`src/cdm_pkg.sv`:
```
// Constants, register map and state type of the carrier/data modulator.
// Assumes a 32-bit AXI4-Lite slave on clk_sys; byte address = 4 x register index.
// Contract
// - The high-time carrier selector decodes pin, system clock, fast oscillator, reference clock, capture/compare 1-5, pulse-width 6-7, codes 11-15 reserved.
// - The low-time carrier selector is a separate field with the same source encoding.
// - With synchronization on, the carrier pulse in use at a modulator transition falls low before the switch.
// - High and low carrier synchronization are enabled by two independent control bits.
// - With the high wait bit set, the switch from high to low carrier waits for the high carrier to fall.
// - Each selected carrier is inverted when its own polarity bit is set.
// - The output invert bit inverts the modulated output, making its idle level high while enabled; with enable clear the output stays low.
// - The enable bit turns mixing on; when clear the block produces no modulated output.
// - Bit 5 of the main control register reads back the present output value.
// - Bit 0 of the main control register is a software modulator, used only when selected as source.
// - Any reset disables the block and returns every register to its default.
// - While the power-down input is set the block is disabled and its registers held at reset values.
// - The mixing path is clocked: synchronisers, carrier state and the output register all run on clk_sys, so it needs that clock.
// - The output is a carrier picked by the modulator: high carrier while modulator high, else low carrier.
// - Clearing enable forces the output low and keeps all selections; setting it resumes modulation.
// - The modulator source is a 5-bit selector: pin, software bit, peripheral outputs, 24-31 reserved.
package cdm_pkg;

  // ==========================================================================
  // Bus geometry
  localparam int ADDR_W = 16;
  localparam logic [1:0] RESP_OKAY = 2'h0;
  localparam logic [1:0] RESP_SLVERR = 2'h2;

  // ==========================================================================
  // Register indices (byte address is four times these)
  localparam logic [13:0] IDX_MAIN = 14'h0f51;
  localparam logic [13:0] IDX_SYNC = 14'h0f52;
  localparam logic [13:0] IDX_SRC = 14'h0f53;
  localparam logic [13:0] IDX_LOSEL = 14'h0f54;
  localparam logic [13:0] IDX_HISEL = 14'h0f55;

  // ==========================================================================
  // Field positions
  localparam int BIT_ENABLE = 7;
  localparam int BIT_OUT = 5;
  localparam int BIT_OUT_INV = 4;
  localparam int BIT_SOFT_MOD = 0;
  localparam int BIT_HI_INV = 5;
  localparam int BIT_HI_WAIT = 4;
  localparam int BIT_LO_INV = 1;
  localparam int BIT_LO_WAIT = 0;

  // ==========================================================================
  // Reset values
  localparam logic [7:0] RST_MAIN = 8'h00;
  localparam logic [7:0] RST_SYNC = 8'h00;
  localparam logic [4:0] RST_SRC = 5'h00;
  localparam logic [3:0] RST_CARSEL = 4'h0;

  // ==========================================================================
  // Source codes
  localparam logic [3:0] CAR_PIN = 4'h0;
  localparam logic [3:0] CAR_SYSCLK = 4'h1;
  localparam logic [3:0] CAR_FASTOSC = 4'h2;
  localparam logic [3:0] CAR_REFCLK = 4'h3;
  localparam logic [3:0] CAR_CCP_FIRST = 4'h4;
  localparam logic [3:0] CAR_PWM_FIRST = 4'h9;
  localparam logic [3:0] CAR_RESERVED = 4'hb;
  localparam logic [4:0] MOD_PIN = 5'h00;
  localparam logic [4:0] MOD_SOFT = 5'h01;
  localparam logic [4:0] MOD_CCP_FIRST = 5'h02;
  localparam logic [4:0] MOD_PWM_FIRST = 5'h07;
  localparam logic [4:0] MOD_CMP_FIRST = 5'h09;
  localparam logic [4:0] MOD_UART_FIRST = 5'h0c;
  localparam logic [4:0] MOD_SPI_FIRST = 5'h16;
  localparam logic [4:0] MOD_RESERVED = 5'h18;

  // ==========================================================================
  // Carrier in use
  typedef enum logic [1:0] {
    CDM_USE_LO = 2'b01,
    CDM_USE_HI = 2'b10
  } cdm_carrier_t;

endpackage

```
`src/cdm_sync2.sv`:
```
// Two-flop synchroniser for a bundle of independent levels.
// Assumes each bit is a slow level or a clock-like wave sampled on clk_sys.
`timescale 1ns/100ps
module cdm_sync2 #(
  parameter int W = 1
) (
  // Clock and reset
  input wire logic clk_sys,
  input wire logic resetn,
  // Levels
  input wire logic [W-1:0] din,
  output logic [W-1:0] dout
);

  logic [W-1:0] stage1;

  always_ff @(posedge clk_sys or negedge resetn) begin
    if (!resetn) begin
      stage1 <= '0;
      dout <= '0;
    end else begin
      stage1 <= din;
      dout <= stage1;
    end
  end

endmodule

```
`src/cdm_mixer.sv`:
```
// Carrier/data modulator: source muxes, carrier switch-over and AXI4-Lite registers.
// Assumes peripheral outputs are on clk_sys; pins and foreign clocks arrive raw.
//
// Local design decision: register access over AXI4-Lite.
`timescale 1ns/100ps
module cdm_mixer (
  // Clock and reset
  input wire logic clk_sys,
  input wire logic resetn,
  // Power management
  input wire logic mixerPowerDown,
  // Raw pins and foreign clocks
  input wire logic modulatorPin,
  input wire logic hiCarrierPin,
  input wire logic loCarrierPin,
  input wire logic systemClockSrc,
  input wire logic fastInternalOsc,
  input wire logic referenceClockOut,
  // Peripheral outputs on clk_sys
  input wire logic [4:0] ccpOut,
  input wire logic [1:0] pwmOut,
  input wire logic [2:0] cmpOut,
  input wire logic [4:0] uartRxOut,
  input wire logic [4:0] uartTxOut,
  input wire logic [1:0] spiSdoOut,
  // Modulated output
  output logic modulatedOutputPin,
  // AXI4-Lite write address
  input wire logic awvalid,
  output logic awready,
  input wire logic [cdm_pkg::ADDR_W-1:0] awaddr,
  // AXI4-Lite write data
  input wire logic wvalid,
  output logic wready,
  input wire logic [31:0] wdata,
  input wire logic [3:0] wstrb,
  // AXI4-Lite write response
  output logic bvalid,
  input wire logic bready,
  output logic [1:0] bresp,
  // AXI4-Lite read address
  input wire logic arvalid,
  output logic arready,
  input wire logic [cdm_pkg::ADDR_W-1:0] araddr,
  // AXI4-Lite read data
  output logic rvalid,
  input wire logic rready,
  output logic [31:0] rdata,
  output logic [1:0] rresp
);

  // ==========================================================================
  // Declarations
  logic [5:0] pinSync;
  logic modPinS, hiPinS, loPinS, sysClkS, fastOscS, refClkS;
  logic ctrlEnable, outputInvert, softModulatorValue;
  logic hiCarrierInvert, hiCarrierWaitEn, loCarrierInvert, loCarrierWaitEn;
  logic [4:0] modulatorSourceSel;
  logic [3:0] loCarrierSel, hiCarrierSel;
  logic awHeld, wHeld;
  logic [cdm_pkg::ADDR_W-1:0] awAddrHeld;
  logic [7:0] wDataHeld;
  logic wLane0Held;
  logic doWrite, wrHit, rdHit;
  logic [13:0] wrIdx, rdIdx;
  logic [7:0] rdByte;
  logic modSig, hiRaw, loRaw, hiCar, loCar, mixed;
  cdm_pkg::cdm_carrier_t carState, next_carState;

  // ==========================================================================
  // Input synchronisers
  cdm_sync2 #(
    .W(6)
  ) u_pin_sync (
    .clk_sys(clk_sys),
    .resetn(resetn),
    .din({modulatorPin, hiCarrierPin, loCarrierPin, systemClockSrc, fastInternalOsc,
          referenceClockOut}),
    .dout(pinSync)
  );
  assign {modPinS, hiPinS, loPinS, sysClkS, fastOscS, refClkS} = pinSync;

  // ==========================================================================
  // Carrier and modulator source selection
  // Sampled clocks above 125 MHz alias; such sources only make sense when slow.
  function automatic logic pickCarrier(input logic [3:0] sel, input logic pinLvl);
    logic v;
    v = 1'b0;
    if (sel == cdm_pkg::CAR_PIN) begin
      v = pinLvl;
    end else if (sel == cdm_pkg::CAR_SYSCLK) begin
      v = sysClkS;
    end else if (sel == cdm_pkg::CAR_FASTOSC) begin
      v = fastOscS;
    end else if (sel == cdm_pkg::CAR_REFCLK) begin
      v = refClkS;
    end else if (sel < cdm_pkg::CAR_PWM_FIRST) begin
      v = ccpOut[3'(sel - cdm_pkg::CAR_CCP_FIRST)];
    end else if (sel < cdm_pkg::CAR_RESERVED) begin
      v = pwmOut[1'(sel - cdm_pkg::CAR_PWM_FIRST)];
    end
    return v;
  endfunction

  // Process form, so that sources read inside the function also wake it up
  always_comb begin
    hiRaw = pickCarrier(hiCarrierSel, hiPinS);
  end

  always_comb begin
    loRaw = pickCarrier(loCarrierSel, loPinS);
  end

  assign hiCar = hiRaw ^ hiCarrierInvert;
  assign loCar = loRaw ^ loCarrierInvert;

  always_comb begin
    modSig = 1'b0;
    if (modulatorSourceSel == cdm_pkg::MOD_PIN) begin
      modSig = modPinS;
    end else if (modulatorSourceSel == cdm_pkg::MOD_SOFT) begin
      modSig = softModulatorValue;
    end else if (modulatorSourceSel < cdm_pkg::MOD_PWM_FIRST) begin
      modSig = ccpOut[3'(modulatorSourceSel - cdm_pkg::MOD_CCP_FIRST)];
    end else if (modulatorSourceSel < cdm_pkg::MOD_CMP_FIRST) begin
      modSig = pwmOut[1'(modulatorSourceSel - cdm_pkg::MOD_PWM_FIRST)];
    end else if (modulatorSourceSel < cdm_pkg::MOD_UART_FIRST) begin
      modSig = cmpOut[2'(modulatorSourceSel - cdm_pkg::MOD_CMP_FIRST)];
    end else if (modulatorSourceSel < cdm_pkg::MOD_SPI_FIRST) begin
      // Receive and transmit of one port sit on adjacent codes
      if (modulatorSourceSel[0]) begin
        modSig = uartTxOut[3'((modulatorSourceSel - cdm_pkg::MOD_UART_FIRST) >> 1)];
      end else begin
        modSig = uartRxOut[3'((modulatorSourceSel - cdm_pkg::MOD_UART_FIRST) >> 1)];
      end
    end else if (modulatorSourceSel < cdm_pkg::MOD_RESERVED) begin
      modSig = spiSdoOut[1'(modulatorSourceSel - cdm_pkg::MOD_SPI_FIRST)];
    end
  end

  // ==========================================================================
  // Carrier switch-over
  // The switch waits only while the pulse in use is still high, so a carrier
  // parked low never blocks the modulator.
  always_comb begin
    next_carState = carState;
    unique case (carState)
      cdm_pkg::CDM_USE_HI: begin
        if (!modSig && (!hiCarrierWaitEn || !hiCar)) begin
          next_carState = cdm_pkg::CDM_USE_LO;
        end
      end
      cdm_pkg::CDM_USE_LO: begin
        if (modSig && (!loCarrierWaitEn || !loCar)) begin
          next_carState = cdm_pkg::CDM_USE_HI;
        end
      end
      default: next_carState = cdm_pkg::CDM_USE_LO;
    endcase
  end

  always_ff @(posedge clk_sys or negedge resetn) begin
    if (!resetn) begin
      carState <= cdm_pkg::CDM_USE_LO;
    end else if (mixerPowerDown) begin
      carState <= cdm_pkg::CDM_USE_LO;
    end else begin
      carState <= next_carState;
    end
  end

  // Function of the sources and the carrier state, no clock gating or sleep input involved
  assign mixed = (next_carState == cdm_pkg::CDM_USE_HI) ? hiCar : loCar;

  always_ff @(posedge clk_sys or negedge resetn) begin
    if (!resetn) begin
      modulatedOutputPin <= 1'b0;
    end else if (ctrlEnable && !mixerPowerDown) begin
      modulatedOutputPin <= mixed ^ outputInvert;
    end else begin
      modulatedOutputPin <= 1'b0;
    end
  end

  // ==========================================================================
  // AXI4-Lite write path
  assign awready = !awHeld && !bvalid;
  assign wready = !wHeld && !bvalid;
  assign doWrite = awHeld && wHeld && !bvalid;
  assign wrIdx = awAddrHeld[15:2];
  assign wrHit = (wrIdx >= cdm_pkg::IDX_MAIN) && (wrIdx <= cdm_pkg::IDX_HISEL);

  always_ff @(posedge clk_sys or negedge resetn) begin
    if (!resetn) begin
      awHeld <= 1'b0;
      awAddrHeld <= '0;
    end else if (awvalid && awready) begin
      awHeld <= 1'b1;
      awAddrHeld <= awaddr;
    end else if (doWrite) begin
      awHeld <= 1'b0;
    end
  end

  always_ff @(posedge clk_sys or negedge resetn) begin
    if (!resetn) begin
      wHeld <= 1'b0;
      wDataHeld <= 8'h00;
      wLane0Held <= 1'b0;
    end else if (wvalid && wready) begin
      wHeld <= 1'b1;
      wDataHeld <= wdata[7:0];
      wLane0Held <= wstrb[0];
    end else if (doWrite) begin
      wHeld <= 1'b0;
    end
  end

  always_ff @(posedge clk_sys or negedge resetn) begin
    if (!resetn) begin
      bvalid <= 1'b0;
      bresp <= cdm_pkg::RESP_OKAY;
    end else if (doWrite) begin
      bvalid <= 1'b1;
      bresp <= wrHit ? cdm_pkg::RESP_OKAY : cdm_pkg::RESP_SLVERR;
    end else if (bready) begin
      bvalid <= 1'b0;
    end
  end

  // ==========================================================================
  // Register file
  always_ff @(posedge clk_sys or negedge resetn) begin
    if (!resetn) begin
      {ctrlEnable, outputInvert, softModulatorValue} <= '0;
      {hiCarrierInvert, hiCarrierWaitEn, loCarrierInvert, loCarrierWaitEn} <= '0;
      modulatorSourceSel <= cdm_pkg::RST_SRC;
      loCarrierSel <= cdm_pkg::RST_CARSEL;
      hiCarrierSel <= cdm_pkg::RST_CARSEL;
    end else if (mixerPowerDown) begin
      ctrlEnable <= cdm_pkg::RST_MAIN[cdm_pkg::BIT_ENABLE];
      outputInvert <= cdm_pkg::RST_MAIN[cdm_pkg::BIT_OUT_INV];
      softModulatorValue <= cdm_pkg::RST_MAIN[cdm_pkg::BIT_SOFT_MOD];
      hiCarrierInvert <= cdm_pkg::RST_SYNC[cdm_pkg::BIT_HI_INV];
      hiCarrierWaitEn <= cdm_pkg::RST_SYNC[cdm_pkg::BIT_HI_WAIT];
      loCarrierInvert <= cdm_pkg::RST_SYNC[cdm_pkg::BIT_LO_INV];
      loCarrierWaitEn <= cdm_pkg::RST_SYNC[cdm_pkg::BIT_LO_WAIT];
      modulatorSourceSel <= cdm_pkg::RST_SRC;
      loCarrierSel <= cdm_pkg::RST_CARSEL;
      hiCarrierSel <= cdm_pkg::RST_CARSEL;
    end else if (doWrite && wLane0Held) begin
      // Output status bit is not writable; selections survive enable changes
      if (wrIdx == cdm_pkg::IDX_MAIN) begin
        ctrlEnable <= wDataHeld[cdm_pkg::BIT_ENABLE];
        outputInvert <= wDataHeld[cdm_pkg::BIT_OUT_INV];
        softModulatorValue <= wDataHeld[cdm_pkg::BIT_SOFT_MOD];
      end
      if (wrIdx == cdm_pkg::IDX_SYNC) begin
        hiCarrierInvert <= wDataHeld[cdm_pkg::BIT_HI_INV];
        hiCarrierWaitEn <= wDataHeld[cdm_pkg::BIT_HI_WAIT];
        loCarrierInvert <= wDataHeld[cdm_pkg::BIT_LO_INV];
        loCarrierWaitEn <= wDataHeld[cdm_pkg::BIT_LO_WAIT];
      end
      if (wrIdx == cdm_pkg::IDX_SRC) begin
        modulatorSourceSel <= wDataHeld[4:0];
      end
      if (wrIdx == cdm_pkg::IDX_LOSEL) begin
        loCarrierSel <= wDataHeld[3:0];
      end
      if (wrIdx == cdm_pkg::IDX_HISEL) begin
        hiCarrierSel <= wDataHeld[3:0];
      end
    end
  end

  // ==========================================================================
  // AXI4-Lite read path
  assign arready = !rvalid;
  assign rdIdx = araddr[15:2];
  assign rdHit = (rdIdx >= cdm_pkg::IDX_MAIN) && (rdIdx <= cdm_pkg::IDX_HISEL);

  always_comb begin
    rdByte = 8'h00;
    if (rdIdx == cdm_pkg::IDX_MAIN) begin
      rdByte[cdm_pkg::BIT_ENABLE] = ctrlEnable;
      rdByte[cdm_pkg::BIT_OUT] = modulatedOutputPin;
      rdByte[cdm_pkg::BIT_OUT_INV] = outputInvert;
      rdByte[cdm_pkg::BIT_SOFT_MOD] = softModulatorValue;
    end else if (rdIdx == cdm_pkg::IDX_SYNC) begin
      rdByte[cdm_pkg::BIT_HI_INV] = hiCarrierInvert;
      rdByte[cdm_pkg::BIT_HI_WAIT] = hiCarrierWaitEn;
      rdByte[cdm_pkg::BIT_LO_INV] = loCarrierInvert;
      rdByte[cdm_pkg::BIT_LO_WAIT] = loCarrierWaitEn;
    end else if (rdIdx == cdm_pkg::IDX_SRC) begin
      rdByte[4:0] = modulatorSourceSel;
    end else if (rdIdx == cdm_pkg::IDX_LOSEL) begin
      rdByte[3:0] = loCarrierSel;
    end else if (rdIdx == cdm_pkg::IDX_HISEL) begin
      rdByte[3:0] = hiCarrierSel;
    end
  end

  always_ff @(posedge clk_sys or negedge resetn) begin
    if (!resetn) begin
      rvalid <= 1'b0;
      rdata <= 32'h0000_0000;
      rresp <= cdm_pkg::RESP_OKAY;
    end else if (arvalid && arready) begin
      rvalid <= 1'b1;
      rdata <= {24'h00_0000, rdByte};
      rresp <= rdHit ? cdm_pkg::RESP_OKAY : cdm_pkg::RESP_SLVERR;
    end else if (rready) begin
      rvalid <= 1'b0;
    end
  end

  // ==========================================================================
  // Checks
  AST_RESERVED_HI: assert property (
    @(posedge clk_sys) disable iff (!resetn)
    (hiCarrierSel >= cdm_pkg::CAR_RESERVED) |-> (hiRaw == 1'b0))
    else $error("reserved high carrier code does not give a quiet carrier");

  AST_LO_FOLLOWS_SEL: assert property (
    @(posedge clk_sys) disable iff (!resetn)
    (loCarrierSel == cdm_pkg::CAR_CCP_FIRST) |-> (loRaw == ccpOut[0]))
    else $error("low carrier select does not pick the first compare output");

  AST_MOD_RESERVED: assert property (
    @(posedge clk_sys) disable iff (!resetn)
    (modulatorSourceSel >= cdm_pkg::MOD_RESERVED) |-> !modSig)
    else $error("reserved modulator code drives a modulator");

  AST_SOFT_MOD: assert property (
    @(posedge clk_sys) disable iff (!resetn)
    (modulatorSourceSel == cdm_pkg::MOD_SOFT) |-> (modSig == softModulatorValue))
    else $error("software modulator bit not used when selected");

  AST_POLARITY: assert property (
    @(posedge clk_sys) disable iff (!resetn)
    ((hiCarrierSel != cdm_pkg::CAR_CCP_FIRST) || (hiCar == (ccpOut[0] ^ hiCarrierInvert)))
      && ((loCarrierSel != cdm_pkg::CAR_CCP_FIRST)
      || (loCar == (ccpOut[0] ^ loCarrierInvert))))
    else $error("carrier polarity not applied");

  AST_HI_WAIT: assert property (
    @(posedge clk_sys) disable iff (!resetn || mixerPowerDown)
    (carState == cdm_pkg::CDM_USE_HI && hiCarrierWaitEn && hiCar)
      |=> (carState == cdm_pkg::CDM_USE_HI))
    else $error("left high carrier while its pulse was still high");

  AST_LO_WAIT: assert property (
    @(posedge clk_sys) disable iff (!resetn || mixerPowerDown)
    (carState == cdm_pkg::CDM_USE_LO && loCarrierWaitEn && loCar)
      |=> (carState == cdm_pkg::CDM_USE_LO))
    else $error("left low carrier while its pulse was still high");

  AST_NO_WAIT: assert property (
    @(posedge clk_sys) disable iff (!resetn || mixerPowerDown)
    (carState == cdm_pkg::CDM_USE_HI && !hiCarrierWaitEn && !modSig)
      |=> (carState == cdm_pkg::CDM_USE_LO))
    else $error("switch to low carrier delayed without synchronization");

  AST_OUT_VALUE: assert property (
    @(posedge clk_sys) disable iff (!resetn)
    (ctrlEnable && !mixerPowerDown)
      |=> (modulatedOutputPin == $past(mixed ^ outputInvert)))
    else $error("modulated output does not follow the mixed carrier");

  AST_DISABLED_LOW: assert property (
    @(posedge clk_sys) disable iff (!resetn)
    !ctrlEnable |=> !modulatedOutputPin)
    else $error("output not low while disabled");

  AST_POWER_DOWN: assert property (
    @(posedge clk_sys) disable iff (!resetn)
    mixerPowerDown |=> (!ctrlEnable && modulatorSourceSel == cdm_pkg::RST_SRC
      && hiCarrierSel == cdm_pkg::RST_CARSEL && !hiCarrierWaitEn && !modulatedOutputPin))
    else $error("power-down did not clear the block");

  AST_READBACK: assert property (
    @(posedge clk_sys) disable iff (!resetn)
    (arvalid && arready && rdIdx == cdm_pkg::IDX_MAIN)
      |=> (rvalid && rdata[cdm_pkg::BIT_OUT] == $past(modulatedOutputPin)))
    else $error("output readback bit wrong");

endmodule

```
`config.mk`:
```
export PLATFORM = sky130hd
export DESIGN_NAME = cdm_mixer
export DESIGN_NICKNAME = d
export VERILOG_FILES = /design/src/cdm_pkg.sv /design/src/cdm_sync2.sv /design/src/cdm_mixer.sv
export SDC_FILE = /design/constraint.sdc
export NUM_CORES = 1
export LEC_CHECK = 0
export BUFFER_PORTS_ARGS = -buffer_cell sky130_fd_sc_hd__buf_2
export CAP_MARGIN = 20
export CORE_MARGIN = 10
export CORE_UTILIZATION = 35
export DETAILED_ROUTE_END_ITERATION = 8
export PLACE_DENSITY = 0.61
export SLEW_MARGIN = 40
export SYNTH_ARGS = -nofsm -noshare
export SYNTH_HDL_FRONTEND = slang
export SYNTH_SLANG_ARGS = --single-unit
```
`constraint.sdc`:
```
create_clock -name clk_sys -period 2.8 [get_ports clk_sys]
set_input_delay 0.28 -clock clk_sys [delete_from_list [all_inputs] [get_ports clk_sys]]
set_output_delay 0.28 -clock clk_sys [all_outputs]
set_load 0.02 [all_outputs]
```
* Word level (Yosys, flattened, before mapping)
Index checks and enable logic that the tools add are counted.
** Operators by class
- Add/subtract/negate cells :: 9
- Mux-type cells :: 97
- Reductions and logical operators :: 43
- Equality and inequality tests :: 20
- $lt $le $gt $ge :: 22
- Bitwise logic cells :: 3
** Operators by type and width (number)
- 14-bit by 12-bit == test with 1-bit output (second input constant) :: 10
- 1-bit 2-to-1 mux :: 69
- 4-bit 2-to-1 mux :: 9
- 14-bit by 12-bit >= comparator with 1-bit output (second input constant) :: 2
- 14-bit by 12-bit less-or-equal comparator with 1-bit output (second input constant) :: 2
- 2-bit nonzero test :: 10
- 4-bit by 2-bit == test with 1-bit output (second input constant) :: 4
- 3-bit by 4-bit < comparator with 1-bit output (second input constant) :: 4
- 4-bit < comparator (second input constant) :: 4
- 2-bit 2-to-1 mux :: 8
- 1-bit binary-select mux with 3-bit select :: 5
- 5-bit 2-to-1 mux :: 3
- 1-bit logical AND :: 13
- 1-bit logical NOT :: 10
- 5-bit by 4-bit < comparator with 1-bit output (second input constant) :: 2
- 5-bit < comparator (second input constant) :: 2
- 2-bit AND reduction :: 5
- 4-bit by 1-bit == test with 1-bit output (second input constant) :: 2
- 4-bit logical NOT :: 2
- 1-bit by 2-bit < comparator with 1-bit output (second input constant) :: 4
- 3-bit subtractor (second input constant) :: 2
- 5-bit by 1-bit == test with 1-bit output (second input constant) :: 1
- 5-bit logical NOT :: 1
- 5-bit by 3-bit < comparator with 1-bit output (second input constant) :: 1
- 12 further kinds :: 19
** Word-level totals
- Logic and storage cells :: 218
- Input port bits :: 104
- Flip-flop bits (word level) :: 75
- Output and inout bits :: 42

* Depth between registers and ports, before layout
Gate-level depths: netlist of the first run.
- Depth after elaboration :: 19
- Mapped depth :: 12
- Gate-level depth less buffers :: 11

* By module
From an unflattened synthesis of the first run, not the netlist that was laid out.
** Second synthesis, totals
- Cells, all modules :: 381
- Area total of the unflattened synthesis :: 3943.8 um2
** By module, submodules not included
- cdm_mixer :: cells each 369, times used 1, area each 3643.5 um2, seq. area each 1452.6 um2
- cdm_sync2 :: cells each 12, times used 1, area each 300.3 um2, seq. area each 300.3 um2

* Worst setup path after synthesis of the first run
No wires, ideal clock.
- Kind :: reg-to-reg
- Start :: register modulatorSourceSel[0]
- End :: register modulatedOutputPin
- Arrival :: 2701 ps
- Clock period less this slack :: 2835 ps
- Setup slack :: -35 ps
- Stages on the path, launching flop included :: 13
- Data required time :: 2666 ps
- Path buffers :: 1
- Setup time :: 134 ps
- Cell sequence :: dfrtp_1 > clkbuf_1 > inv_1 > ha_1 > mux2_2 > a31oi_1 > o21ai_0 > o2bb2ai_1 > o32ai_1 > a31oi_1 > o21ai_2 > or3_1 > o211ai_1
** On the way
- Word-level cells in the longest chain between the ends :: 18
- Elaborated cells between the ends (all ways) :: 42
- Those cells by class :: add/sub: 5; order compare: 5; eq/ne: 2; mux: 25; bitwise: 1; reduce/logical: 4
** Ends and longest elaborated chain
- start: declaration :: RTL line cdm_mixer.sv:58 : logic [4:0] modulatorSourceSel;
- start signal: assignment :: RTL line cdm_mixer.sv:237 : modulatorSourceSel <= cdm_pkg::RST_SRC;
- start signal: assignment :: RTL line cdm_mixer.sv:248 : modulatorSourceSel <= cdm_pkg::RST_SRC;
- start signal: assignment :: RTL line cdm_mixer.sv:265 : modulatorSourceSel <= wDataHeld[4:0];
- 4-bit subtractor / 1-bit subtractor (equally long branches) :: RTL line cdm_mixer.sv:132, cdm_mixer.sv:134, cdm_mixer.sv:137
- 1-bit binary-select mux with 3-bit select (tied with other cells) :: RTL line cdm_mixer.sv:134 : modSig = uartRxOut[3'((modulatorSourceSel - cdm_pkg::MOD_UART_FIRST) >> 1)];
- 1-bit 2-to-1 mux, on equally long branches :: RTL line cdm_mixer.sv:134, cdm_mixer.sv:132, cdm_mixer.sv:137
- 1-bit 2-to-1 mux, on equally long branches :: RTL line cdm_mixer.sv:131, cdm_mixer.sv:136
- 1-bit 2-to-1 mux :: RTL line cdm_mixer.sv:129 : end else if (modulatorSourceSel < cdm_pkg::MOD_SPI_FIRST) begin
- 1-bit 2-to-1 mux :: RTL line cdm_mixer.sv:127 : end else if (modulatorSourceSel < cdm_pkg::MOD_UART_FIRST) begin
- 1-bit 2-to-1 mux :: RTL line cdm_mixer.sv:125 : end else if (modulatorSourceSel < cdm_pkg::MOD_CMP_FIRST) begin
- 1-bit 2-to-1 mux :: RTL line cdm_mixer.sv:123 : end else if (modulatorSourceSel < cdm_pkg::MOD_PWM_FIRST) begin
- (+2 left out)
- 1-bit logical NOT :: RTL line cdm_mixer.sv:149 : if (!modSig && (!hiCarrierWaitEn || !hiCar)) begin
- 1-bit logical AND :: RTL line cdm_mixer.sv:149
- 2-bit 2-to-1 mux :: RTL line cdm_mixer.sv:149
- 2-bit case mux with 2 select lines (*) :: RTL line cdm_mixer.sv:147 : unique case (carState)
- 2-bit == test (*) :: RTL line cdm_mixer.sv:173 : assign mixed = (next_carState == cdm_pkg::CDM_USE_HI) ? hiCar : loCar;
- 1-bit 2-to-1 mux (*) :: RTL line cdm_mixer.sv:173
- 1-bit bitwise XOR (*) :: RTL line cdm_mixer.sv:179 : modulatedOutputPin <= mixed ^ outputInvert;
- 1-bit 2-to-1 mux (*) :: RTL line cdm_mixer.sv:178 : end else if (ctrlEnable && !mixerPowerDown) begin
- end signal: assignment :: RTL line cdm_mixer.sv:179
- end: declaration :: RTL line cdm_mixer.sv:27 : output logic modulatedOutputPin,
Mark *: on every way between the ends. The rest lies on a longest branch, timed or not. The select of a mux whose other input is x is not followed.
A chain may end at the register's enable or synchronous reset.

* Worst setup path after layout of the first run
- Start :: register hiCarrierSel[0]
- End :: register modulatedOutputPin
** On the way
- Word-level cells in the longest chain between the ends :: 19
- Elaborated cells between the ends (all ways) :: 28
- Those cells by class :: add/sub: 2; order compare: 2; eq/ne: 4; mux: 14; bitwise: 2; reduce/logical: 4
** Ends and longest elaborated chain
- start: declaration :: RTL line cdm_mixer.sv:59 : logic [3:0] loCarrierSel, hiCarrierSel;
- start signal: assignment :: RTL line cdm_mixer.sv:239 : hiCarrierSel <= cdm_pkg::RST_CARSEL;
- start signal: assignment :: RTL line cdm_mixer.sv:250 : hiCarrierSel <= cdm_pkg::RST_CARSEL;
- start signal: assignment :: RTL line cdm_mixer.sv:271 : hiCarrierSel <= wDataHeld[3:0];
- parallel branches: the longest is 8 deep, another holds 3-bit subtractor
- 1-bit 2-to-1 mux (*) :: RTL line cdm_mixer.sv:89 : if (sel == cdm_pkg::CAR_PIN) begin
- 1-bit bitwise XOR (*) :: RTL line cdm_mixer.sv:114 : assign hiCar = hiRaw ^ hiCarrierInvert;
- 1-bit logical NOT :: RTL line cdm_mixer.sv:149
- 1-bit logical OR :: RTL line cdm_mixer.sv:149
- 1-bit logical AND :: RTL line cdm_mixer.sv:149
- 2-bit 2-to-1 mux :: RTL line cdm_mixer.sv:149
- 2-bit case mux with 2 select lines :: RTL line cdm_mixer.sv:147
- 2-bit == test :: RTL line cdm_mixer.sv:173
- 1-bit 2-to-1 mux (*) :: RTL line cdm_mixer.sv:173
- 1-bit bitwise XOR (*) :: RTL line cdm_mixer.sv:179
- 1-bit 2-to-1 mux (*) :: RTL line cdm_mixer.sv:178
Mark *: on every way between the ends. The select of a mux whose other input is x is not followed.

==> results of run 1 <==
[flip-flops by register name (all words and copies together) (netlist names), 2 cells and up]
name,flops
u_pin_sync.stage1,6
carState,2
rdata,7
awAddrHeld,14
wDataHeld,7
modulatorSourceSel,5
loCarrierSel,4
hiCarrierSel,4
u_pin_sync.dout,6
[worst max-delay path, stage by stage (launching register included)]
cell and delay (ns):
dfrtp_1 0.39, mux4_2 0.53, and3b_2 0.23, a31oi_4 0.18, a21oi_2 0.07, or4_4 0.44
a221oi_4 0.29, o21ai_2 0.09, or3_1 0.31, o211ai_1 0.09
[power by group]
part / leakage [nW] / switching (mW) / internal, mW / total (mW)
Combinational: 1.21 / 0.371 / 0.380 / 0.751
Sequential: 0.886 / 0.188 / 1.23 / 1.42
Clock: 0.104 / 0.394 / 0.437 / 0.831
Total: 2.20 / 0.953 / 2.05 / 3.00
[per-layer routing]
layer | track usage [%] | vias to the layer above
met4 | 2.846 | 0
met3 | 6.760 | 11
met1 | 15.24 | 1448
li1 | - | 1456
met5 | 0 | -
met2 | 18.30 | 116
[final cells by class]
type | count | share of cell area (%)
multi-input cells | 271 | 41.17
well taps | 140 | 3.725
inverters | 14 | 1.118
flip-flops and latches | 70 | 37.28
clock inverters | 5 | 1.224
repair buffers | 105 | 12.48
clock buffers | 11 | 3.007
[what timing repair did]
item | 4_1_cts | 5_1_grt
setup endpoints to repair | 1 | 1
setup buffers | 0 | 1
resized for setup | 1 | 9
hold buffers | 0 | 3
pin swaps | 1 | 7
hold endpoints to repair | 0 | 33
[Yosys cell counts (all sizes together) (6+ instances only)]
| cell | count |
|---|---|
| ha | 7 |
| nor3 | 7 |
| o21ai | 16 |
| and2 | 6 |
| mux2i | 29 |
| nor2 | 35 |
| mux2 | 25 |
| clkbuf | 12 |
| buf | 29 |
| inv | 14 |
| nand2 | 28 |
| dfrtp | 69 |
| a21oi | 15 |
| a31oi | 6 |
| nor3b | 7 |
[per-stage QoR]
stage | setup WS, ns | std cells | TNS, ns
finish | 0.1008 | 616 | 0
global route | -0.01586 | 616 | -0.01586
CTS | 0.02874 | 612 | 0
detailed placement | 0.02026 | 596 | 0
global placement | 0.04772 | 596 | 0
floorplan | 0.1156 | 396 | 0
[cells by family (layout without fill, tap and decap cells)]
logic type | after synthesis | in the layout | synth area share, %
buf+inv | 55 | 135 | 8.193
other cells | 1 | 27 | 0.09706
compound gates | 64 | 64 | 11.11
simple gates | 113 | 113 | 15.38
fa+ha+maj | 7 | 7 | 2.267
xor+xnor | 2 | 2 | 0.4535
flops | 70 | 70 | 45.37
mux | 58 | 58 | 17.13
[worst paths after layout]
kind	from	to	slack (ns)
max	hiCarrierSel[0]$_DFFE_PN0P_	modulatedOutputPin$_DFF_PN0_	0.10
min	hiCarrierPin	u_pin_sync.stage1[4]$_DFF_PN0_	0.02
max reg2reg	hiCarrierSel[0]$_DFFE_PN0P_	modulatedOutputPin$_DFF_PN0_	0.10
min reg2reg	u_pin_sync.stage1[2]$_DFF_PN0_	u_pin_sync.dout[2]$_DFF_PN0_	0.35
max in group asynchronous	resetn	wDataHeld[1]$_DFFE_PN0P_	1.77
min in group asynchronous	resetn	modulatorSourceSel[4]$_DFFE_PN0P_	0.42
[placed cells by master (no fill, tap or decap), types with 2 or more instances in the layout]
cell	n
mux4_2	4
buf_4	16
nor4b_2	2
nor4b_1	2
dlygate4sd3_1	3
nand2_1	28
inv_1	14
nand3b_1	5
a21oi_1	14
nor2_1	35
conb_1	27
clkinv_2	2
a22oi_1	2
nor3b_1	7
and2_1	5
dfrtp_1	69
buf_2	85
nand3_1	3
a22o_1	3
mux2i_1	29
o21ai_0	15
mux2_2	25
a2bb2oi_1	2
nand2b_1	2
nor3_1	7
a211oi_1	4
ha_1	7
nor2b_1	5
a21o_1	4
nand4_1	2
a31oi_1	5
xnor2_1	2
clkbuf_8	10
==> key figures, run 1 <==
Outcome
  • Status: complete, no violations

Yosys
  • Area share of the largest cell type after synthesis: between 40% and 50%
  • Post-synth EDFFs: 0
  • Ys Warns: 0
  • Cells after synthesis: 370
  • Area leader, netlist: dfrtp_1
  • Synth area leaders: dfrtp_1, mux2i_1, mux2_2
  • FF+latch count, synth: 70
  • Syn avg cell area: 10.44 um2
  • Ys flop type: dfrtp_1
  • Seq/Total Area, Yosys: 45.37%
  • Asr flop ratio synth: 100.0%
  • Yosys cell types: 57
  • Mapped cell area: approximately 3900 um2

Detailed routing
  • Vias: 3031
  • Via density: slightly below 5
  • Drt total wl: ~9.8 mm
  • WL met3: approximately 1.0 mm
  • Routed WL per cell: ~16 um
  • Antenna-violating nets left: 0
  • Met1 wire length: around 4.5 mm
  • Initial drt markers: a little under 200
  • Routed wl met2: 4.204 mm
  • Top Layer Used: met4
  • DRC errors left: 0
  • First-pass DRT Iterations: 4

STA
  • Fmax: approximately 370 MHz
  • Worst rel slew slack: a little under three fifths
  • RSZ-0062 raised after global routing: yes
  • Actual slew at the worst max-slew pin: 0.6668 ns
  • Worst Skew: 0.006700 ns
  • Hold Fails Final Rpt: 0
  • Final setup viols: 0
  • Fin crit period: 2.699 ns
  • Fin crit share: 96.40%
  • Slew Limit Fails: 0
  • Fin Hold WS: 0.02307 ns

Clock network
  • H-tree depth: 3
  • Clk_lat worst skew: 0.36 ns
  • Root cell of the clock tree: clkbuf_8
  • Max Buffers Root-to-Sink: 2
  • Worst-path clk slew: roughly 0.07 ns
  • CTS tree: built
  • Clk sink count: 70
  • TritonCTS Buffers: 9

Global routing
  • Total grt overflow: 0
  • Vias in the first global route: approximately 3200
  • Initial antenna violation count: 0
  • Largest net degree at the start of global routing: 35
  • GRT Total Usage: roughly an eighth
  • Global-route wire length before repair: approximately 16 mm

Floorplanning
  • Die width: around 130 um
  • Die area: around 16000 um2
  • Initial Util: between 30% and 40%
  • Rows: 38
  • Number of I/O pins: approximately 150
  • Core area: ~11000 um2
  • Die Span Y: 125.1 um

Power
  • Pwr/cell area: 638.4 nW/um2
  • Power Total: about 3 mW
  • Leak Pwr: around 2.2 nW
  • Max VDD drop: roughly 0.0005 V

Placed design
  • Post-DP HPWL: around 7.5 mm
  • Final RePlAce weighted congestion: between 0.8 and 0.9
  • IO Port Bufs: 86
  • Placed inst area: 4415 um2

Flow run
  • Max Cap Viol: 0

Hold path
  • Hold Path Cell Cnt: 1
  • Hold Path Class: input port to register

Critical path
  • Kind of critical path: register to register
  • Crit start category: register
  • Critical Path RT: between 3 and 4 ns
  • Crit Path Max Fanout: 3
  • CP Capture Type: register
  • WP data arrival: between 2 and 3 ns
  • Path depth of the worst reg2reg path: 9

Finish
  • Fin area: 4702 um2
  • Share of layout cells above drive strength 1: around a third
  • Fin util: a little over two fifths
  • Diodes inserted: 0
  • Register area: 1753 um2
  • Filler cells: approximately 1100
  • Area growth syn-to-layout: 21.70%
  • Nets@finish: a little under 600
  • Footprint of the multi-input gates: 1936 um2
(Power assumes the default switching activity.)
==> run 2: changes to the inputs <==
REMOVE_ABC_BUFFERS = 1   (was unset)
==> run 2 against run 1 <==
Against the previous run:
- cell area is 0.53% higher
- die area stayed put
- first-iteration DRC count is 29% lower
- flip-flop and latch count stayed put
- combinational power is 0.5% lower
- largest cell class unchanged
- critical endpoint unchanged
- utilization is 0.23 points higher
- global-route usage is 0.41 points lower
- final cell count is 0.16% lower
- setup slack worse by 0.036 ns
- critical path type unchanged
- largest power group unchanged
==> key figures, run 2 (synthesis gave the netlist of run 1 again) <==
Outcome
  • Status: complete, no violations

Hold path
  • Hold Path Cell Cnt: 1 (unchanged)
  • Hold Path Class: input port to register

Global routing
  • GRT Total Usage: 11.87% (-0.41 points)
  • Global-route wire length before repair: 15.52 mm (-2.0%)
  • Total grt overflow: 0 (unchanged)
  • Vias in the first global route: 3088 (-2.2%)
  • Largest net degree at the start of global routing: 51 (+46%)
  • Initial antenna violation count: 0 (unchanged)

STA
  • Slew Limit Fails: 0 (unchanged)
  • Fin crit share: 97.69% (+1.3 points)
  • Fmax: 365.6 MHz (-1.3%)
  • Worst Skew: 0.008420 ns (+0.001720 ns)
  • Final setup viols: 0 (unchanged)
  • Fin crit period: 2.735 ns (+0.03610 ns)
  • Hold Fails Final Rpt: 0 (unchanged)
  • Worst rel slew slack: 56.78% (+1.2 points)
  • Actual slew at the worst max-slew pin: 0.6484 ns (-0.01843 ns)

Power
  • Internal power: 2.135 mW (+4.2%)
  • Switching power: 941.4 uW (-1.2%)
  • Flop pwr share: 46.2% (-1.1 points)
  • Leak Pwr: 2.203 nW (+0.13%)
  • Comb pwr share: 24.3% (-0.7 points)
  • Max VDD drop: 0.0003918 V (-20%)
  • Switching Share: 30.60% (-1.1 points)
  • Clock power share: 29.5% (+1.8 points)
  • Pwr/cell area: 650.8 nW/um2 (+1.9%)

Finish
  • Footprint of the multi-input gates: 1951 um2 (+0.78%)
  • Diodes inserted: 0 (unchanged)
  • Area growth syn-to-layout: 22.34%
  • Most frequent cells in the layout: buf_2, dfrtp_1, nor2_1
  • Largest Register: awAddrHeld
  • Largest register FFs: 14 (unchanged)
  • Nets@finish: 581 (-0.17%)
  • Fin cells: 615 (-0.16%)
  • Register area: 1755 um2 (+0.14%)
  • Fin area: 4727 um2 (+0.53%)
  • Most common cell after layout, fill and taps aside: buf_2
  • Top flop regs: awAddrHeld x14, rdata x7, wDataHeld x7
  • Filler cells: 1074 (+2.3%)
  • Share of layout cells above drive strength 1: 35.16% (+1.3 points)
  • Fin util: 43.61% (+0.23 points)

Placed design
  • Final RePlAce weighted congestion: 0.8556 (+3.1%)
  • Post-DP HPWL: 7.527 mm (-0.15%)
  • Placed inst area: 4403 um2 (-0.28%)
  • IO Port Bufs: 86 (unchanged)
  • Placed cells: 594 (-0.34%)

Clock network
  • Clk sink count: 70 (unchanged)
  • H-tree depth: 3 (unchanged)
  • TritonCTS Buffers: 9 (unchanged)
  • Root cell of the clock tree: clkbuf_8
  • Clk_lat worst skew: 0.35 ns (about the same)
  • Max Buffers Root-to-Sink: 2 (unchanged)
  • CTS tree: built
  • Worst-path clk slew: 0.07 ns (about the same)

Floorplanning
  • Number of I/O pins: 146 (unchanged)
  • Rows: 38 (unchanged)
  • Initial Util: 35.64% (unchanged)
  • Die area: 15640 um2 (unchanged)
  • Die width: 125.1 um (unchanged)
  • Die Span Y: 125.1 um (unchanged)
  • Core area: 10840 um2 (unchanged)

Detailed routing
  • Antenna-violating nets left: 0 (unchanged)
  • Initial drt markers: 141 (-29%)
  • Drt total wl: 9.640 mm (-1.2%)
  • Vias: 2993 (-1.3%)
  • First-pass DRT Iterations: 5 (+1)
  • Routed WL per cell: 15.67 um (-1.0%)
  • Via density: 4.867 (-1.1%)
  • DRC errors left: 0 (unchanged)

Critical path
  • Path depth of the worst reg2reg path: 11 (+2)
  • WP data arrival: 3.00 ns (+0.02 ns)
  • Crit start category: register
  • CP Capture Type: register
  • Critical Path RT: 3.06 ns (-0.02 ns)
  • Kind of critical path: register to register
  • Crit Path Max Fanout: 6 (+3)

Flow run
  • Max Cap Viol: 0 (unchanged)
run 2: cell types whose count changed in the layout (fill, tap and decap cells not counted), moves of 2 or more:
cell and delta:
dfrtp_1 -2, dlygate4sd3_1 -2, buf_4 +2, dfrtp_2 +2
run 2: metrics by stage:
stage	hold slack [ns]	setup WS (ns)	setup TNS, ns	power, mW
6_report	0.03657	0.06475	0	3.076
5_1_grt	0.01499	-0.1429	-0.1429	3.259
4_1_cts	0.01927	0.01323	0	3.089
3_5_place_dp	0.3347	0.003684	0	2.172
3_3_place_gp	0.3377	0.05325	0	2.131
2_1_floorplan	-0.01559	0.08334	0	1.909
run 2: per-layer routing:
layer / track usage [%] / wire, um / vias to the layer above
li1: - / - / 1458
met1: 14.19 / 4217 / 1418
met2: 18.54 / 4368 / 106
met3: 5.788 / 918 / 11
met4: 3.455 / 136 / 0
met5: 0 / 0 / -
run 2: final timing paths:
kind,slack (ns),to,startpoint
max in group asynchronous,1.68,awAddrHeld[15]$_DFFE_PN0P_,resetn
min,0.04,u_pin_sync.stage1[0]$_DFF_PN0_,referenceClockOut
min in group asynchronous,0.50,awAddrHeld[10]$_DFFE_PN0P_,resetn
min reg2reg,0.35,u_pin_sync.dout[4]$_DFF_PN0_,u_pin_sync.stage1[4]$_DFF_PN0_
max,0.06,modulatedOutputPin$_DFF_PN0_,modulatorSourceSel[2]$_DFFE_PN0P_
max reg2reg,0.06,modulatedOutputPin$_DFF_PN0_,modulatorSourceSel[2]$_DFFE_PN0P_
run 2: worst max-delay path, cell delays in order (launching register included):
cell and delay (ns):
dfrtp_2 0.41, inv_1 0.12, ha_1 0.21, nor3b_1 0.15
a2111oi_0 0.53, o2bb2ai_1 0.20, o32ai_2 0.11, buf_4 0.17
a221oi_4 0.24, o21ai_2 0.11, or3_1 0.31, o211ai_1 0.09
run 2: power by group through the flow:
| stage | Clock, mW | Sequential (mW) | Combinational, mW |
|---|---|---|---|
| global placement | 0 | 1.43 | 0.699 |
| detailed placement | 0 | 1.45 | 0.726 |
| finish | 0.908 | 1.42 | 0.747 |
| CTS | 0.934 | 1.43 | 0.727 |
| floorplan | 0 | 1.40 | 0.505 |
| global route | 0.977 | 1.46 | 0.823 |
run 2: timing repair:
| action | CTS | global route |
|---|---|---|
| resized for setup | 1 | 12 |
| buffers inserted | 0 | 4 |
| hold buffers | 1 | 0 |
| endpoints found under the setup margin | 1 | 1 |
| pin swaps | 1 | 7 |
| endpoints found under the hold margin | 47 | 0 |
run 2: cell type report:
type | instances | area share, %
Clock inverter | 5 | 1.720
Inverter | 14 | 1.112
Multi-Input combinational cell | 271 | 41.27
Timing Repair Buffer | 104 | 12.07
Tap cell | 140 | 3.706
Sequential cell | 70 | 37.14
Clock buffer | 11 | 2.991
==> run 3: changes to the inputs <==
clock period = 2.51 ns   (was 2.8 ns; I/O delays follow)
==> run 3 against run 2 <==
Against the previous run:
- the run now ends with setup timing left
- setup slack lost 0.22 ns
- worst hold slack improved by 0.038 ns
- non-clock buffer count up 17
- combinational power increased by 16%
- sequential share of layout area decreased by 1.1 points
- maximum frequency rose by 2.5%
- cell area rose by 2.9%
- total power up 13%
- utilization rose by 1.3 points
- flip-flop and latch count is the same
- global-route usage up 0.68 points
- critical path type unchanged
- critical endpoint unchanged
==> key figures, run 3 (synthesis gave the netlist of run 1 again) <==
STA
  • Fin Hold WS: 0.07490 ns (+0.03833 ns)
  • Worst Skew: 0.009167 ns (+0.0007464 ns)
  • Final worst slack: -0.1589 ns (-0.2237 ns)
  • Hold Fails Final Rpt: 0 (unchanged)
  • Worst rel slew slack: 56.32% (-0.46 points)
  • RSZ-0062 raised after global routing: yes
  • Fin crit share: 106.3% (+8.6 points)
  • Slew Limit Fails: 0 (unchanged)
  • Final setup viols: 1 (+1)
  • Actual slew at the worst max-slew pin: 0.6552 ns (+0.006843 ns)
  • Fin crit period: 2.669 ns (-0.06633 ns)
  • Fmax: 374.7 MHz (+2.5%)

Flow run
  • Max Cap Viol: 0 (unchanged)

Placed design
  • Placed cells: 607 (+2.2%)
  • Placed inst area: 4511 um2 (+2.4%)
  • Post-DP HPWL: 7.735 mm (+2.8%)
  • Final RePlAce weighted congestion: 0.8831 (+3.2%)
  • IO Port Bufs: 86 (unchanged)

Clock network
  • Clk sink count: 70 (unchanged)
  • H-tree depth: 3 (unchanged)
  • CTS tree: built
  • Worst-path clk slew: 0.08 ns (about the same)
  • Max Buffers Root-to-Sink: 2 (unchanged)
  • TritonCTS Buffers: 9 (unchanged)
  • Root cell of the clock tree: clkbuf_8
  • Clk_lat worst skew: 0.35 ns (about the same)

Outcome
  • Failing checks: setup timing
  • Status: complete, but fails checks

Critical path
  • Critical Path RT: 2.78 ns (-0.28 ns)
  • Crit Path Max Fanout: 2 (-4)
  • Path depth of the worst reg2reg path: 10 (-1)
  • R2R Setup Slk: -0.16 ns (-0.22 ns)
  • WP data arrival: 2.94 ns (-0.06 ns)
  • CP Capture Type: register
  • Crit start category: register
  • Kind of critical path: register to register

Global routing
  • Global-route wire length before repair: 16.47 mm (+6.1%)
  • Total grt overflow: 0 (unchanged)
  • Largest net degree at the start of global routing: 44 (-14%)
  • GRT Total Usage: 12.56% (+0.68 points)
  • Vias in the first global route: 3377 (+9.4%)
  • Initial antenna violation count: 0 (unchanged)

Finish
  • Nets@finish: 598 (+2.9%)
  • Share of layout cells above drive strength 1: 35.57% (+0.41 points)
  • Largest register FFs: 14 (unchanged)
  • Fin cells: 632 (+2.8%)
  • Most common cell after layout, fill and taps aside: buf_2
  • Top flop regs: awAddrHeld x14, rdata x7, wDataHeld x7
  • Fin area: 4863 um2 (+2.9%)
  • Fin util: 44.86% (+1.3 points)
  • Largest Register: awAddrHeld
  • Area growth syn-to-layout: 25.87%
  • Diodes inserted: 0 (unchanged)
  • Most frequent cells in the layout: buf_2, dfrtp_1, nor2_1

Power
  • Max VDD drop: 0.0004802 V (+23%)
  • Power Total: 3.463 mW (+13%)
  • Leak Pwr: 2.291 nW (+4.0%)
  • Pwr/cell area: 712.1 nW/um2 (+9.4%)

Detailed routing
  • Drt total wl: 9.874 mm (+2.4%)
  • Routed WL per cell: 15.62 um (-0.33%)
  • Initial drt markers: 111 (-21%)
  • DRC errors left: 0 (unchanged)
  • Via density: 4.905 (+0.79%)
  • Vias: 3100 (+3.6%)
  • First-pass DRT Iterations: 4 (-1)
  • Antenna-violating nets left: 0 (unchanged)

Hold path
  • Hold Path Class: input port to register
  • Hold Path Cell Cnt: 2 (+1)

Floorplanning
  • Core area: 10840 um2 (unchanged)
  • Initial Util: 35.64% (unchanged)
  • Number of I/O pins: 146 (unchanged)
  • Rows: 38 (unchanged)
  • Die area: 15640 um2 (unchanged)
  • Die Span Y: 125.1 um (unchanged)
  • Die width: 125.1 um (unchanged)
==> run 3: changes by cell type in the layout (fill, tap and decap cells not counted), sizes merged <==
cell,delta
clkbuf,-2
dlygate4sd3,+6
clkinvlp,-1
buf,+11
inv,+1
clkinv,+2
==> run 3: worst paths after layout <==
kind                                           endpoint                           start
setup / recovery           modulatedOutputPin$_DFF_PN0_     hiCarrierSel[0]$_DFFE_PN0P_
hold / removal                       bvalid$_DFFE_PN0P_                          bready
setup reg to reg           modulatedOutputPin$_DFF_PN0_     hiCarrierSel[0]$_DFFE_PN0P_
hold reg to reg            u_pin_sync.dout[4]$_DFF_PN0_  u_pin_sync.stage1[4]$_DFF_PN0_
max in group asynchronous         carState[0]$_DFF_PN1_                          resetn
min in group asynchronous    awAddrHeld[13]$_DFFE_PN0P_                          resetn
==> run 3: stage by stage <==
step | TNS (ns) | worst slack [ns]
6_report | -0.1589 | -0.1589
2_1_floorplan | -0.2067 | -0.2067
3_3_place_gp | -0.1963 | -0.1963
4_1_cts | -0.1666 | -0.1666
5_1_grt | -0.4003 | -0.2903
3_5_place_dp | -0.2518 | -0.2518
==> run 3: cell type report <==
cell class | count | area, um2
sequential | 70 | 1754
tap | 140 | 175.2
multi-input combinational | 271 | 1938
clock buffer | 9 | 123.9
clock inverter | 7 | 96.34
inverter | 14 | 52.55
timing repair buffer | 121 | 723.2
fill | 1047 | 5977
==> run 3: worst max-delay path, cell delays in order (launching register included) <==
cell	delay (ns)
dfrtp_1	0.40
mux4_2	0.34
and3b_1	0.17
a31oi_2	0.05
buf_4	0.15
and4b_2	0.23
or4_4	0.49
a221oi_4	0.26
o21ai_2	0.09
or3_1	0.31
o211ai_1	0.10
==> run 3: timing repair <==
| action | CTS | global route |
|---|---|---|
| setup endpoints to repair | 2 | 4 |
| hold buffers | 6 | 1 |
| resized for setup | 4 | 5 |
| endpoints found under the hold margin | 32 | 1 |
| setup buffers | 1 | 1 |
| pin swaps | 6 | 1 |
| gates cloned | 0 | 0 |
==> run 3: power breakdown <==
| part | leakage [nW] | switching (mW) | internal (mW) |
|---|---|---|---|
| sequential | 0.884 | 0.219 | 1.37 |
| clock | 0.114 | 0.443 | 0.564 |
| combinational | 1.29 | 0.423 | 0.440 |
| total | 2.29 | 1.09 | 2.38 |
==> run 3: metal layers <==
layer  vias to the layer above  GRT usage [%]  share of wire [%]
met5                         -              0                  0
met4                         0          3.049               0.92
met3                         7          5.999                9.2
met2                       109          20.89                 47
met1                      1489          14.25                 43
li1                       1495              -                  -
